<file path="src/core/nov_pkg.sv">
// constants and types shared by the residual overvoltage pick-up stage
package nov_pkg;

    // magnitude and setting widths
    localparam int MAG_W = 16;                  // rms magnitude, 0.01 V lsb
    localparam int PCT_W = 14;                  // percent of nominal, 0.01 %
    localparam int RATIO_W = 16;                // ratio, 0.01 lsb

    // register offsets (byte addresses)
    localparam logic [7:0] OFF_CTRL    = 8'h00;
    localparam logic [7:0] OFF_PICKUP  = 8'h04;
    localparam logic [7:0] OFF_DELAY   = 8'h08;
    localparam logic [7:0] OFF_GROUP   = 8'h0C;
    localparam logic [7:0] OFF_STATUS  = 8'h10;
    localparam logic [7:0] OFF_RATIO   = 8'h14;
    localparam logic [7:0] OFF_IRQ_ST  = 8'h18;
    localparam logic [7:0] OFF_IRQ_MSK = 8'h1C;
    localparam logic [7:0] OFF_MAG     = 8'h20;

    // setting groups
    localparam int NUM_GROUPS = 8;
    localparam int GRP_W = 3;

    // control field positions
    localparam int CTRL_MODE_LSB  = 0;          // 3 bits
    localparam int CTRL_FORCE_LSB = 4;          // 2 bits
    localparam int CTRL_SRC_LSB   = 8;          // 2 bits

    // reset values
    localparam logic [PCT_W-1:0] PICKUP_RST = 14'h07D0;   // 20.00 %
    localparam logic [17:0] DELAY_RST = 18'h00008;        // 0.040 s in steps

    // hysteresis: release below 97/100 of threshold
    localparam int HYST_NUM = 97;
    localparam int HYST_DEN = 100;

    // nominal scaling: 57.74 V residual equals 100 % (10000 counts)
    localparam int NOM_RES_CV = 5774;           // centivolts
    localparam int FULL_PCT   = 10000;

    // delay step 0.005 s in cycles of 8 ns
    localparam int CLK_NS = 8;
    localparam int STEP_NS = 5000000;
    localparam int STEP_CYC = STEP_NS / CLK_NS;

    // interrupt bits
    localparam int IRQ_START = 0;
    localparam int IRQ_TRIP  = 1;
    localparam int IRQ_BLOCK = 2;
    localparam int IRQ_W = 3;

    typedef enum logic [2:0] {
        MODE_ON       = 3'b000,
        MODE_BLOCKED  = 3'b001,
        MODE_TEST     = 3'b010,
        MODE_TEST_BLK = 3'b011,
        MODE_OFF      = 3'b100
    } node_operating_mode_t;

    typedef enum logic [1:0] {
        FORCE_NORMAL  = 2'b00,
        FORCE_START   = 2'b01,
        FORCE_TRIP    = 2'b10,
        FORCE_BLOCKED = 2'b11
    } force_t;

    typedef enum logic [1:0] {
        SRC_SELECT = 2'b00,
        SRC_CALC   = 2'b01,
        SRC_CH3    = 2'b10,
        SRC_CH4    = 2'b11
    } source_t;

    typedef enum logic [1:0] {
        ST_IDLE    = 2'b00,
        ST_START   = 2'b01,
        ST_TRIP    = 2'b10,
        ST_BLOCKED = 2'b11
    } stage_t;

endpackage : nov_pkg

</file>
<file path="src/core/residual_overvoltage_stage.sv">
// residual overvoltage pick-up stage with register port and interrupt
`timescale 1ns/1ns
`default_nettype none
module residual_overvoltage_stage (
    // clock and reset
    input  wire logic                        clk,
    input  wire logic                        rst_n,
    // magnitudes from the measurement chain
    input  wire logic                        meas_valid,
    input  wire logic [nov_pkg::MAG_W-1:0]   mag_l1,
    input  wire logic [nov_pkg::MAG_W-1:0]   mag_l2,
    input  wire logic [nov_pkg::MAG_W-1:0]   mag_l3,
    input  wire logic [nov_pkg::MAG_W-1:0]   mag_ch3,
    input  wire logic [nov_pkg::MAG_W-1:0]   mag_ch4,
    input  wire logic                        ch3_residual_mode,
    input  wire logic                        ch4_residual_mode,
    input  wire logic                        phase_to_neutral,
    // global enables and block
    input  wire logic                        node_mode_enable,
    input  wire logic                        forcing_enable,
    input  wire logic                        block_in,
    // register port
    input  wire logic [7:0]                  reg_addr,
    input  wire logic [31:0]                 reg_wdata,
    input  wire logic                        reg_wr,
    input  wire logic                        reg_rd,
    output var  logic [31:0]                 reg_rdata,
    // outputs
    output var  logic                        start_out,
    output var  logic                        trip_out,
    output var  logic                        blocked_out,
    output var  logic                        irq
);
    localparam logic [31:0] STEP_CYC_W = 32'(nov_pkg::STEP_CYC);
    localparam logic [31:0] HNUM = 32'(nov_pkg::HYST_NUM);
    localparam logic [31:0] HDEN = 32'(nov_pkg::HYST_DEN);
    localparam logic [31:0] FULLP = 32'(nov_pkg::FULL_PCT);
    localparam logic [31:0] NOMCV = 32'(nov_pkg::NOM_RES_CV);

    // static settings and register state
    logic [2:0]  mode_ff, nxt_mode;
    logic [1:0]  force_ff, nxt_force;
    logic [1:0]  src_ff, nxt_src;
    logic [nov_pkg::GRP_W-1:0] grp_ff, nxt_grp;
    logic [nov_pkg::GRP_W-1:0] edit_ff, nxt_edit;
    logic [nov_pkg::IRQ_W-1:0] ist_ff, nxt_ist, imsk_ff, nxt_imsk;
    logic [31:0] rdata_ff, nxt_rdata;
    logic        irq_ff, nxt_irq;
    logic [31:0] grp_rd;
    logic        grp_wr;

    // datapath state
    logic        pick_ff, nxt_pick;
    logic [31:0] pct_ff, nxt_pct;
    logic [15:0] ratio_ff, nxt_ratio;
    logic [1:0]  stage_ff, nxt_stage;
    logic [31:0] cyc_ff, nxt_cyc;
    logic [17:0] steps_ff, nxt_steps;
    logic        start_ff, trip_ff, blk_ff;
    logic        nxt_start_o, nxt_trip_o, nxt_blk_o;

    // threshold and delay of active group
    logic [nov_pkg::PCT_W-1:0] thr;
    logic [17:0]               dly;
    assign thr = grp_rd[nov_pkg::PCT_W-1:0];
    assign dly = grp_rd[31:14];

    // register select decode
    function automatic logic hit(input logic [7:0] a, input logic [7:0] o);
        return a == o;
    endfunction : hit

    // group writes land in the group named by the edit pointer
    assign grp_wr = reg_wr && (hit(reg_addr, nov_pkg::OFF_PICKUP) ||
                               hit(reg_addr, nov_pkg::OFF_DELAY));

    // pending group write: merged with the edit group's word next cycle
    logic        pend_ff, nxt_pend;
    logic        pend_pick_ff, nxt_pend_pick;
    logic [17:0] pend_data_ff, nxt_pend_data;
    assign nxt_pend = grp_wr;
    assign nxt_pend_pick = hit(reg_addr, nov_pkg::OFF_PICKUP);
    assign nxt_pend_data = reg_wdata[17:0];

    // pending write registers
    always_ff @(posedge clk)
    begin
        if (!rst_n)
        begin
            pend_ff <= 1'b0;
            pend_pick_ff <= 1'b0;
            pend_data_ff <= 18'h00000;
        end
        else
        begin
            pend_ff <= nxt_pend;
            pend_pick_ff <= nxt_pend_pick;
            pend_data_ff <= nxt_pend_data;
        end
    end

    group_mem u_mem (
        .clk     (clk),
        .wr_en   (pend_ff),
        .wr_grp  (edit_ff),
        .wr_data (pend_pick_ff
                  ? {grp_rd[31:14], pend_data_ff[13:0]}
                  : {pend_data_ff, grp_rd[13:0]}),
        .rd_grp  (grp_wr ? edit_ff : grp_ff),
        .rd_data (grp_rd)
    );

    // source selection and scaling
    // rms magnitudes only
    logic [31:0] raw, scaled, pct_now;
    logic        src_ok;
    always_comb
    begin
        raw = 32'h0000_0000;
        src_ok = 1'b1;
        case (nov_pkg::source_t'(src_ff))
            nov_pkg::SRC_CH3:
                if (ch3_residual_mode) raw = {16'h0000, mag_ch3};
                else src_ok = 1'b0;
            nov_pkg::SRC_CH4:
                if (ch4_residual_mode) raw = {16'h0000, mag_ch4};
                else src_ok = 1'b0;
            nov_pkg::SRC_CALC,
            nov_pkg::SRC_SELECT:
                if (phase_to_neutral)
                    raw = ({16'h0000, mag_l1} + {16'h0000, mag_l2}
                           + {16'h0000, mag_l3}) / 32'h0000_0003;
                else src_ok = 1'b0;
            default: src_ok = 1'b0;
        endcase
        scaled = raw * FULLP / NOMCV;
        pct_now = src_ok ? scaled : 32'h0000_0000;
    end

    // pick-up, ratio and stage sequence
    logic off_m, blk_m;
    always_comb
    begin
        nxt_pick = pick_ff;
        nxt_pct = pct_ff;
        nxt_ratio = ratio_ff;
        nxt_stage = stage_ff;
        nxt_cyc = cyc_ff;
        nxt_steps = steps_ff;
        off_m = (mode_ff == 3'(nov_pkg::MODE_OFF)) && node_mode_enable;
        blk_m = node_mode_enable && (mode_ff == 3'(nov_pkg::MODE_BLOCKED)
                || mode_ff == 3'(nov_pkg::MODE_TEST_BLK));
        if (meas_valid)
        begin
            nxt_pct = pct_now;
            nxt_ratio = (thr == 14'h0000) ? 16'hFFFF
                        : 16'((pct_now * 32'h0000_0064) / {18'h0, thr});
            if (!pick_ff && pct_now > {18'h0, thr})
                nxt_pick = 1'b1;
            else if (pick_ff && pct_now * HDEN < {18'h0, thr} * HNUM)
                nxt_pick = 1'b0;
        end
        if (off_m)
            nxt_pick = 1'b0;
        // stage sequence
        case (nov_pkg::stage_t'(stage_ff))
            nov_pkg::ST_IDLE:
                if (nxt_pick && !pick_ff)
                begin
                    nxt_cyc = 32'h0000_0000;
                    nxt_steps = 18'h00000;
                    if (block_in || blk_m)
                        nxt_stage = 2'(nov_pkg::ST_BLOCKED);
                    else if (dly == 18'h00000)
                        nxt_stage = 2'(nov_pkg::ST_TRIP);
                    else
                        nxt_stage = 2'(nov_pkg::ST_START);
                end
            nov_pkg::ST_START:
                if (!nxt_pick || block_in || blk_m)
                    nxt_stage = 2'(nov_pkg::ST_IDLE);
                else if (cyc_ff == STEP_CYC_W - 32'h0000_0001)
                begin
                    nxt_cyc = 32'h0000_0000;
                    nxt_steps = steps_ff + 18'h00001;
                    if (steps_ff + 18'h00001 >= dly)
                        nxt_stage = 2'(nov_pkg::ST_TRIP);
                end
                else
                    nxt_cyc = cyc_ff + 32'h0000_0001;
            nov_pkg::ST_TRIP,
            nov_pkg::ST_BLOCKED:
                if (!nxt_pick)
                    nxt_stage = 2'(nov_pkg::ST_IDLE);
            default: nxt_stage = 2'(nov_pkg::ST_IDLE);
        endcase
        nxt_start_o = nxt_stage == 2'(nov_pkg::ST_START)
                      || nxt_stage == 2'(nov_pkg::ST_TRIP);
        nxt_trip_o = nxt_stage == 2'(nov_pkg::ST_TRIP);
        nxt_blk_o = nxt_stage == 2'(nov_pkg::ST_BLOCKED);
        if (forcing_enable && force_ff != 2'(nov_pkg::FORCE_NORMAL))
        begin
            nxt_start_o = force_ff != 2'(nov_pkg::FORCE_BLOCKED);
            nxt_trip_o = force_ff == 2'(nov_pkg::FORCE_TRIP);
            nxt_blk_o = force_ff == 2'(nov_pkg::FORCE_BLOCKED);
        end
    end

    // register port, interrupt status and mask
    logic [nov_pkg::IRQ_W-1:0] ev;
    always_comb
    begin
        nxt_mode = mode_ff;
        nxt_force = force_ff;
        nxt_src = src_ff;
        nxt_grp = grp_ff;
        nxt_edit = edit_ff;
        nxt_imsk = imsk_ff;
        nxt_rdata = 32'h0000_0000;
        ev = {nxt_blk_o & ~blk_ff, nxt_trip_o & ~trip_ff,
              nxt_start_o & ~start_ff};
        nxt_ist = ist_ff;
        if (reg_wr)
        begin
            if (hit(reg_addr, nov_pkg::OFF_CTRL))
            begin
                if (node_mode_enable && reg_wdata[2:0] <= 3'h4)
                    nxt_mode = reg_wdata[2:0];
                if (forcing_enable)
                    nxt_force = reg_wdata[5:4];
                nxt_src = reg_wdata[9:8];
            end
            if (hit(reg_addr, nov_pkg::OFF_GROUP))
            begin
                nxt_grp = reg_wdata[2:0];
                nxt_edit = reg_wdata[10:8];
            end
            if (hit(reg_addr, nov_pkg::OFF_IRQ_ST))
                nxt_ist = ist_ff & ~reg_wdata[2:0];
            if (hit(reg_addr, nov_pkg::OFF_IRQ_MSK))
                nxt_imsk = reg_wdata[2:0];
        end
        // set wins over clear
        nxt_ist = nxt_ist | ev;
        if (reg_rd)
        begin
            case (reg_addr)
                nov_pkg::OFF_CTRL:
                    nxt_rdata = {22'h0, src_ff, 2'h0, force_ff, 1'b0, mode_ff};
                nov_pkg::OFF_PICKUP: nxt_rdata = {18'h0, thr};
                nov_pkg::OFF_DELAY:  nxt_rdata = {14'h0, dly};
                nov_pkg::OFF_GROUP:  nxt_rdata = {21'h0, edit_ff, 5'h0, grp_ff};
                nov_pkg::OFF_STATUS:
                    nxt_rdata = {28'h0, pick_ff, blk_ff, trip_ff, start_ff};
                nov_pkg::OFF_RATIO:  nxt_rdata = {16'h0, ratio_ff};
                nov_pkg::OFF_IRQ_ST: nxt_rdata = {29'h0, ist_ff};
                nov_pkg::OFF_IRQ_MSK: nxt_rdata = {29'h0, imsk_ff};
                nov_pkg::OFF_MAG:    nxt_rdata = pct_ff;
                default:             nxt_rdata = 32'h0000_0000;
            endcase
        end
        nxt_irq = |(nxt_ist & nxt_imsk);
    end

    // state registers
    always_ff @(posedge clk)
    begin
        if (!rst_n)
        begin
            mode_ff <= 3'(nov_pkg::MODE_ON);
            force_ff <= 2'(nov_pkg::FORCE_NORMAL);
            src_ff <= 2'(nov_pkg::SRC_SELECT);
            grp_ff <= '0;
            edit_ff <= '0;
            ist_ff <= '0;
            imsk_ff <= '0;
            rdata_ff <= 32'h0000_0000;
            irq_ff <= 1'b0;
            pick_ff <= 1'b0;
            pct_ff <= 32'h0000_0000;
            ratio_ff <= 16'h0000;
            stage_ff <= 2'(nov_pkg::ST_IDLE);
            cyc_ff <= 32'h0000_0000;
            steps_ff <= 18'h00000;
            start_ff <= 1'b0;
            trip_ff <= 1'b0;
            blk_ff <= 1'b0;
        end
        else
        begin
            mode_ff <= nxt_mode;
            force_ff <= nxt_force;
            src_ff <= nxt_src;
            grp_ff <= nxt_grp;
            edit_ff <= nxt_edit;
            ist_ff <= nxt_ist;
            imsk_ff <= nxt_imsk;
            rdata_ff <= nxt_rdata;
            irq_ff <= nxt_irq;
            pick_ff <= nxt_pick;
            pct_ff <= nxt_pct;
            ratio_ff <= nxt_ratio;
            stage_ff <= nxt_stage;
            cyc_ff <= nxt_cyc;
            steps_ff <= nxt_steps;
            start_ff <= nxt_start_o;
            trip_ff <= nxt_trip_o;
            blk_ff <= nxt_blk_o;
        end
    end

    assign reg_rdata = rdata_ff;
    assign start_out = start_ff;
    assign trip_out = trip_ff;
    assign blocked_out = blk_ff;
    assign irq = irq_ff;

    // checks
    AST_TRIP_HAS_START: assert property (@(posedge clk) disable iff (!rst_n)
        trip_out && !forcing_enable |-> start_out)
        else $error("trip without start");
    AST_BLOCK_EXCL: assert property (@(posedge clk) disable iff (!rst_n)
        blocked_out && !forcing_enable |-> !start_out)
        else $error("blocked with start");
    AST_HOLD_NO_STROBE: assert property (@(posedge clk) disable iff (!rst_n)
        !meas_valid && !off_m |=> pick_ff == $past(pick_ff))
        else $error("pick-up moved without strobe");
    AST_RISE: assert property (@(posedge clk) disable iff (!rst_n)
        meas_valid && !off_m && pct_now > {18'h0, thr} |=> pick_ff)
        else $error("no pick-up above threshold");
    AST_HYST: assert property (@(posedge clk) disable iff (!rst_n)
        meas_valid && !off_m && pick_ff && pct_now * HDEN >= {18'h0, thr} * HNUM
        |=> pick_ff)
        else $error("released inside hysteresis");
    AST_MODE_STATIC: assert property (@(posedge clk) disable iff (!rst_n)
        !(reg_wr && hit(reg_addr, nov_pkg::OFF_CTRL)) |=> $stable(mode_ff))
        else $error("mode changed without write");
    AST_IRQ: assert property (@(posedge clk) disable iff (!rst_n)
        |(ist_ff & imsk_ff) |-> irq)
        else $error("irq missing");
    AST_MODE_RANGE: assert property (@(posedge clk) disable iff (!rst_n)
        mode_ff <= 3'h4)
        else $error("illegal mode");
    COV_TRIP: cover property (@(posedge clk) trip_out);
    COV_BLOCK: cover property (@(posedge clk) blocked_out);
    COV_RELEASE: cover property (@(posedge clk) $fell(pick_ff));
endmodule : residual_overvoltage_stage
`default_nettype wire

</file>
<file path="src/core/group_mem.sv">
// setting-group memory: threshold and delay per group, registered read
`timescale 1ns/1ns
`default_nettype none
module group_mem (
    // clock
    input  wire logic                       clk,
    // write port
    input  wire logic                       wr_en,
    input  wire logic [nov_pkg::GRP_W-1:0]  wr_grp,
    input  wire logic [31:0]                wr_data,
    // read port
    input  wire logic [nov_pkg::GRP_W-1:0]  rd_grp,
    output var  logic [31:0]                rd_data
);
    logic [31:0] mem [nov_pkg::NUM_GROUPS];

    // storage and registered read
    always_ff @(posedge clk)
    begin
        if (wr_en)
        begin
            mem[wr_grp] <= wr_data;
        end
        rd_data <= mem[rd_grp];
    end
endmodule : group_mem
`default_nettype wire

</file>
<file path="config.mk">
export PLATFORM = sky130hd
export DESIGN_NAME = residual_overvoltage_stage
export DESIGN_NICKNAME = d
export VERILOG_FILES = /design/src/core/nov_pkg.sv /design/src/core/residual_overvoltage_stage.sv /design/src/core/group_mem.sv
export SDC_FILE = /design/constraint.sdc
export NUM_CORES = 2
export LEC_CHECK = 0
export BUFFER_PORTS_ARGS = -buffer_cell sky130_fd_sc_hd__buf_4
export CAP_MARGIN = 30
export CORE_ASPECT_RATIO = 0.7
export CORE_MARGIN = 4
export CORE_UTILIZATION = 25
export CTS_CLUSTER_SIZE = 28
export DETAILED_ROUTE_END_ITERATION = 12
export GPL_TIMING_DRIVEN = 0
export SYNTH_ARGS = -nofsm -noshare
export SYNTH_HDL_FRONTEND = slang
export SYNTH_SLANG_ARGS = --single-unit
</file>
<file path="constraint.sdc">
create_clock -name clk -period 189.5 [get_ports clk]
set_input_delay 9.475 -clock clk [delete_from_list [all_inputs] [get_ports clk]]
set_output_delay 9.475 -clock clk [all_outputs]
set_load 0.01 [all_outputs]
</file>
## Word-level counts from Yosys, hierarchy flattened

Memory sizes are Yosys's and may differ from the RTL's. A register that Yosys moved wholly into a read port is not among the register bits.
Index checks and enable logic that the tools add are counted.

- Memory bits (writable): 256
- Bits in registers: 176
- Output and inout bits: 36
- Memories: 1
- Input port bits: 131
- Word-level logic and storage cells: 148

Memories:

| name | depth | bits a word | read ports | clocked after Yosys merged registers in | write ports | RTL line | source |
|---|---|---|---|---|---|---|---|
| u_mem.mem | 8 | 32 | 1 | 1 | 1 | group_mem.sv:15 | `logic [31:0] mem [nov_pkg::NUM_GROUPS];` |

- Reduce and logical (&&, ||, !) cells: 33
- Multipliers: 3
- Mux-type cells: 42
- Div/mod/pow operators: 3
- Bitwise operators: 10
- Eq/ne operators: 27
- Add/sub/neg operators: 4
- Order comparisons: 4

Operator list:

| operator | count |
|---|---|
| one-hot mux 32 bit (9 select lines) | 1 |
| two-way mux 32 bit | 6 |
| one-hot mux 32 bit (3 select lines) | 1 |
| one-hot mux 32 bit (2 select lines) | 1 |
| two-way mux 18 bit | 3 |
| two-way mux 16 bit | 3 |
| one-hot mux 18 bit (2 select lines) | 1 |
| adder 32 x 1 -> 32 bit, second input constant | 1 |
| divider 32 x 13 -> 32 bit, second input constant | 1 |
| divider 32 x 14 -> 32 bit | 1 |
| divider 32 x 2 -> 32 bit, second input constant | 1 |
| equality test 32 x 20 -> 1 bit, second input constant | 1 |
| equality test 8 x 5 -> 1 bit, second input constant | 4 |
| greater-than comparator 32 x 14 -> 1 bit | 1 |
| < comparator 32 x 21 -> 1 bit | 1 |
| multiplier 32 x 10 -> 28 bit, second input constant | 1 |
| multiplier 32 x 5 -> 30 bit, second input constant | 1 |
| multiplier 14 x 7 -> 21 bit, second input constant | 1 |
| adder 17 x 16 -> 18 bit | 1 |
| adder 18 x 1 -> 18 bit, second input constant | 1 |
| greater-or-equal comparator 18 bit | 1 |
| logical NOT 18 bit | 1 |
| adder 16 x 16 -> 17 bit | 1 |
| equality test 2 bit, second input constant | 8 |
| other kinds (31) | 83 |

## Depth between registers and ports, before layout

- Depth after elaboration: 27
- Mapped depth: 768
- Mapped depth without buffers: 671

## Modules after synthesis

From an unflattened synthesis, not the netlist that was laid out.

- Cells, all modules: 11106
- Area, all modules: 91009.8 um2

By module, submodules not included:

| module | sequential area each (um2) | area each (um2) | instances | cells each |
|---|---|---|---|---|
| residual_overvoltage_stage | 3042.9 | 80543.5 | 1 | 10691 |
| group_mem | 8328.0 | 10466.3 | 1 | 415 |

## Worst setup path after synthesis

Ideal clock, no wire load.

- Kind: input port to flip-flop
- From: in mag_l1[1] (netlist name)
- To: reg ratio_ff[0]
- Path buffers: 93
- Arrival time: 145008 ps
- Cell stages on the path: 725
- Setup time: 143 ps
- Slack: 44348 ps
- Data required time: 189357 ps
- Cell sequence: inv_1 -> fa_1 -> inv_1 -> ha_1 -> fa_1 -> a21o_1 -> a221oi_4 -> nor4_2 -> nor4_4 -> buf_4 -> o21ai_0 -> o2111a_1 -> or3_1 -> buf_4 -> a32oi_1 -> o31a_1 -> nand4_1 -> o211a_1 -> [689 not listed] -> nor3_4 -> nand3_1 -> buf_6 -> buf_2 -> nor2_1 -> a21oi_1 -> ha_1 -> a41o_1 -> a21oi_1 -> nor2b_1 -> o21ai_0 -> a21oi_1 -> o31a_1 -> o21ai_0 -> nand3_1 -> or3_1 -> a2111oi_1 -> a41oi_1

- Longest elaborated chain between the ends: 11

RTL lines:

| item | RTL line | source |
|---|---|---|
| start, declared | residual_overvoltage_stage.sv:10 | `input wire logic [nov_pkg::MAG_W-1:0] mag_l1,` |
| adder 16 x 16 -> 17 bit | residual_overvoltage_stage.sv:131 | `raw = ({16'h0000, mag_l1} + {16'h0000, mag_l2}` |
| adder 17 x 16 -> 18 bit | residual_overvoltage_stage.sv:132 | `+ {16'h0000, mag_l3}) / 32'h0000_0003;` |
| divider 32 x 2 -> 32 bit | residual_overvoltage_stage.sv:132 |  |
| two-way mux 32 bit | residual_overvoltage_stage.sv:130 | `if (phase_to_neutral)` |
| one-hot mux 32 bit (3 select lines) | residual_overvoltage_stage.sv:121 | `case (nov_pkg::source_t'(src_ff))` |
| multiplier 32 x 10 -> 28 bit | residual_overvoltage_stage.sv:136 | `scaled = raw * FULLP / NOMCV;` |
| divider 32 x 13 -> 32 bit | residual_overvoltage_stage.sv:136 |  |
| two-way mux 32 bit | residual_overvoltage_stage.sv:137 | `pct_now = src_ok ? scaled : 32'h0000_0000;` |
| named net pct_now[0] | residual_overvoltage_stage.sv:115 | `logic [31:0] raw, scaled, pct_now;` |
| multiplier 32 x 5 -> 30 bit | residual_overvoltage_stage.sv:157 | `: 16'((pct_now * 32'h0000_0064) / {18'h0, thr});` |
| divider 32 x 14 -> 32 bit | residual_overvoltage_stage.sv:157 |  |
| two-way mux 16 bit | residual_overvoltage_stage.sv:156 | `nxt_ratio = (thr == 14'h0000) ? 16'hFFFF` |
| end signal, assigned | residual_overvoltage_stage.sv:302 | `ratio_ff <= nxt_ratio;` |
| end, declared | residual_overvoltage_stage.sv:55 | `logic [15:0] ratio_ff, nxt_ratio;` |

The timed path passes the listed nets, and every way through them passes these cells.
A chain may end at the register's enable or synchronous reset.

## Worst setup path after layout

Same ends and word-level chain as after synthesis.

==> reports/qor.csv <==
metric;value;unit
outcome;finished, final reports clean;
final setup fails;0;
clock net sink count;440;
Hold Fails Final Rpt;0;
clk root buf;clkbuf_16;
CTS Buffer Depth;3;
dominant cells by area after synthesis;ha_1 9.9%, edfxtp_1 9.3%, xnor2_1 6.0%;
most used cell, CP;a21o_1;
Post-route DRC;0;
Post-synth EDFFs;256;
post-route clock skew;50.0;ps
largest net degree at the start of global routing;26;
largest family of logic cells by synthesized area;compound AO/OA/AOI/OAI gates;
Seq cells post-synth;440;
Yosys cell types;214;
gr ovfl total;0;
maximum fanout along the worst path;10;
minimum clock period;178820;ps
Setup WS pre-CTS;12990;ps
WS Path Type;in -> reg;
Simple-Gate Fraction of Synth Area;24.0;%
Num CTS Buffers;44;
fin crit share;94.4;%
most common cell in the netlist;nor2_1;
I/O pins;167;
nets;11600;
setup ws final;10680;ps
sequential share of the synthesized area;13.7;%
Initial Util;25.2;%
first drt pass iteration count;8;
XOR/XNOR Fraction of Synth Area;10.0;%
TNS Setup;0;ps
DIE AREA;341000;um2
CP max stage delay;790;ps
mapped cell area;83000;um2
worst-skew pair later-pin latency;610;ps
Core Area;329000;um2
Post-DP Area;90500;um2
Worst Hold Class;reg -> reg;
GPL Wtd Cong;0.970;
vias in the first global route;75200;
Synth Area in Compound Gates;28.9;%
hold_buf cts;0;
post-route ant nets;0;
Mapped Cells;10500;
area leader, netlist;ha_1;
unrepaired setup endpoints after global routing;no;
Worst setup SP type;input port;
CTS H-Tree Depth;2;
vias;84100;
MaxCap Viol Count;0;
async set or reset register ratio after synthesis;0;%
Syn. warnings;0;
antenna violations before repair;14;
Die Height;490;um
Vias/cell;5.55;
Cell Rows;176;
Worst Setup End Kind;register;
Critical Path RT;189970;ps
Total Wirelength;308;mm
Yosys top cell area share;9.90;%
GRT Util Overall;17.1;%
Synth top cells by count;1,082 x nor2_1, 912 x a21oi_1, 743 x nand2_1;
DP Wirelength;252;mm
Worst EP arrival;179290;ps
slew margin rel.;23.5;%
mux share of post-synthesis cell area;5.75;%
Post-synth top flop;edfxtp_1;
layout cells sized above 1;13.1;%
Slew Limit Fails;0;
first-pass GRT wire length;464;mm
Highest Clock Rate;0.00559;GHz
buffers added on ports;138;
cell count of the worst hold path;2;
post-detailed-route wirelength per cell;20.3;um
clock-pin transition on the worst setup and hold timing paths;70;ps
Reg2Reg Depth;697;
die width;697;um
Resize count post-CTS;0;
initial drt markers;10300;
CP max stage cell;xor2_1;
design area;92100;um2
post-synthesis area per instance;7.93;um2
synthesis-to-layout area growth;10.9;%
Adder-Cell Fraction of Synth Area;11.9;%
Worst Tran Pin Value;1130;ps
CTS tree;done;
Post-CTS Repair Setup Buffers;0;
state kept, by name, indices dropped and copies added (netlist names), 16 cells and up:
| signal | count |
|---|---|
| cyc_ff | 32 |
| ratio_ff | 16 |
| pct_ff | 20 |
| u_mem.rd_data | 32 |
| steps_ff | 18 |
| reg_rdata | 20 |
| u_mem.mem | 256 |
| pend_data_ff | 18 |
logic make-up after synthesis:
logic type                 count (synthesis)
buffers and inverters                    896
DFF                                      440
muxes                                    364
adders and majority gates                742
xor gates and xnor gates                 911
and+or+nand+nor                         3788
AOI/OAI and AO/OA                       3324
other                                      1
cell type report:
class                           instances  area [um2]
Fill cell                           35700      237000
Multi-Input combinational cell       9141       67000
Sequential cell                       440       11400
Tap cell                             4361        5460
Buffer                                382        2840
Timing Repair Buffer                  219        2070
Inverter                              514        1950
Clock buffer                           64        1230
Clock inverter                         18         175
Antenna cell                            4        10.0
per-stage QoR:
| stage | std cells | hold slack [ps] | utilization, % |
|---|---|---|---|
| final | 15100 | 491 | 28.0 |
| after CTS | 15100 | 496 | 27.9 |
| after floorplan | 10500 | 452 | - |
| after detailed placement | 15000 | 481 | 27.5 |
| after global routing | 15100 | 521 | 28.0 |
| after global placement | 15000 | 472 | 27.2 |
critical path: cells and delay by family:
family | cells | cell delay [ps]
AND/OR/NAND/NOR | 189 | 40200
XOR/XNOR | 11 | 3290
multiplexers | 10 | 3460
AO/OA/AOI/OAI | 336 | 80780
buffers and inverters | 120 | 27200
adder cells (fa/ha/maj) | 45 | 14430
routing by layer:
layer | vias up | share of wire (%) | track usage (%)
met3 | 261 | 12 | 4.79
met1 | 40000 | 50 | 27.3
li1 | 39900 | - | -
met2 | 3911 | 37 | 22.0
met5 | - | 0.043 | 0
met4 | 4 | 1.8 | 2.78
final timing paths:
path                   start     endpoint  slack [ps]
setup / recovery   mag_l1[1]  ratio_ff[0]       10680
hold / removal    pct_ff[18]   pct_ff[18]         490
setup reg to reg   src_ff[1]  ratio_ff[0]       24420
hold reg to reg   pct_ff[18]   pct_ff[18]         490
placed cells by master, fill, tap and decap left out, types with 103 or more instances in the layout:
cell type  instances
a21oi_1          912
o21ai_0          406
nor2_1          1080
a21o_1           318
nand2_1          743
inv_1            484
nor2b_1          103
or3_1            107
edfxtp_1         256
xor2_1           303
nand3_1          301
clkbuf_1         121
a31oi_1          122
nand2b_1         126
o21a_1           125
xnor2_1          569
and2_1           138
ha_1             657
o21ai_1          105
nand4_1          145
dfxtp_1          184
mux2i_1          124
nor3_1           255
and3_1           139
mux2_2           137
buf_4            255
Power is left out: the tool's default activity adds up to more than one toggle a clock period on the data nets, which glitch-free logic cannot reach.
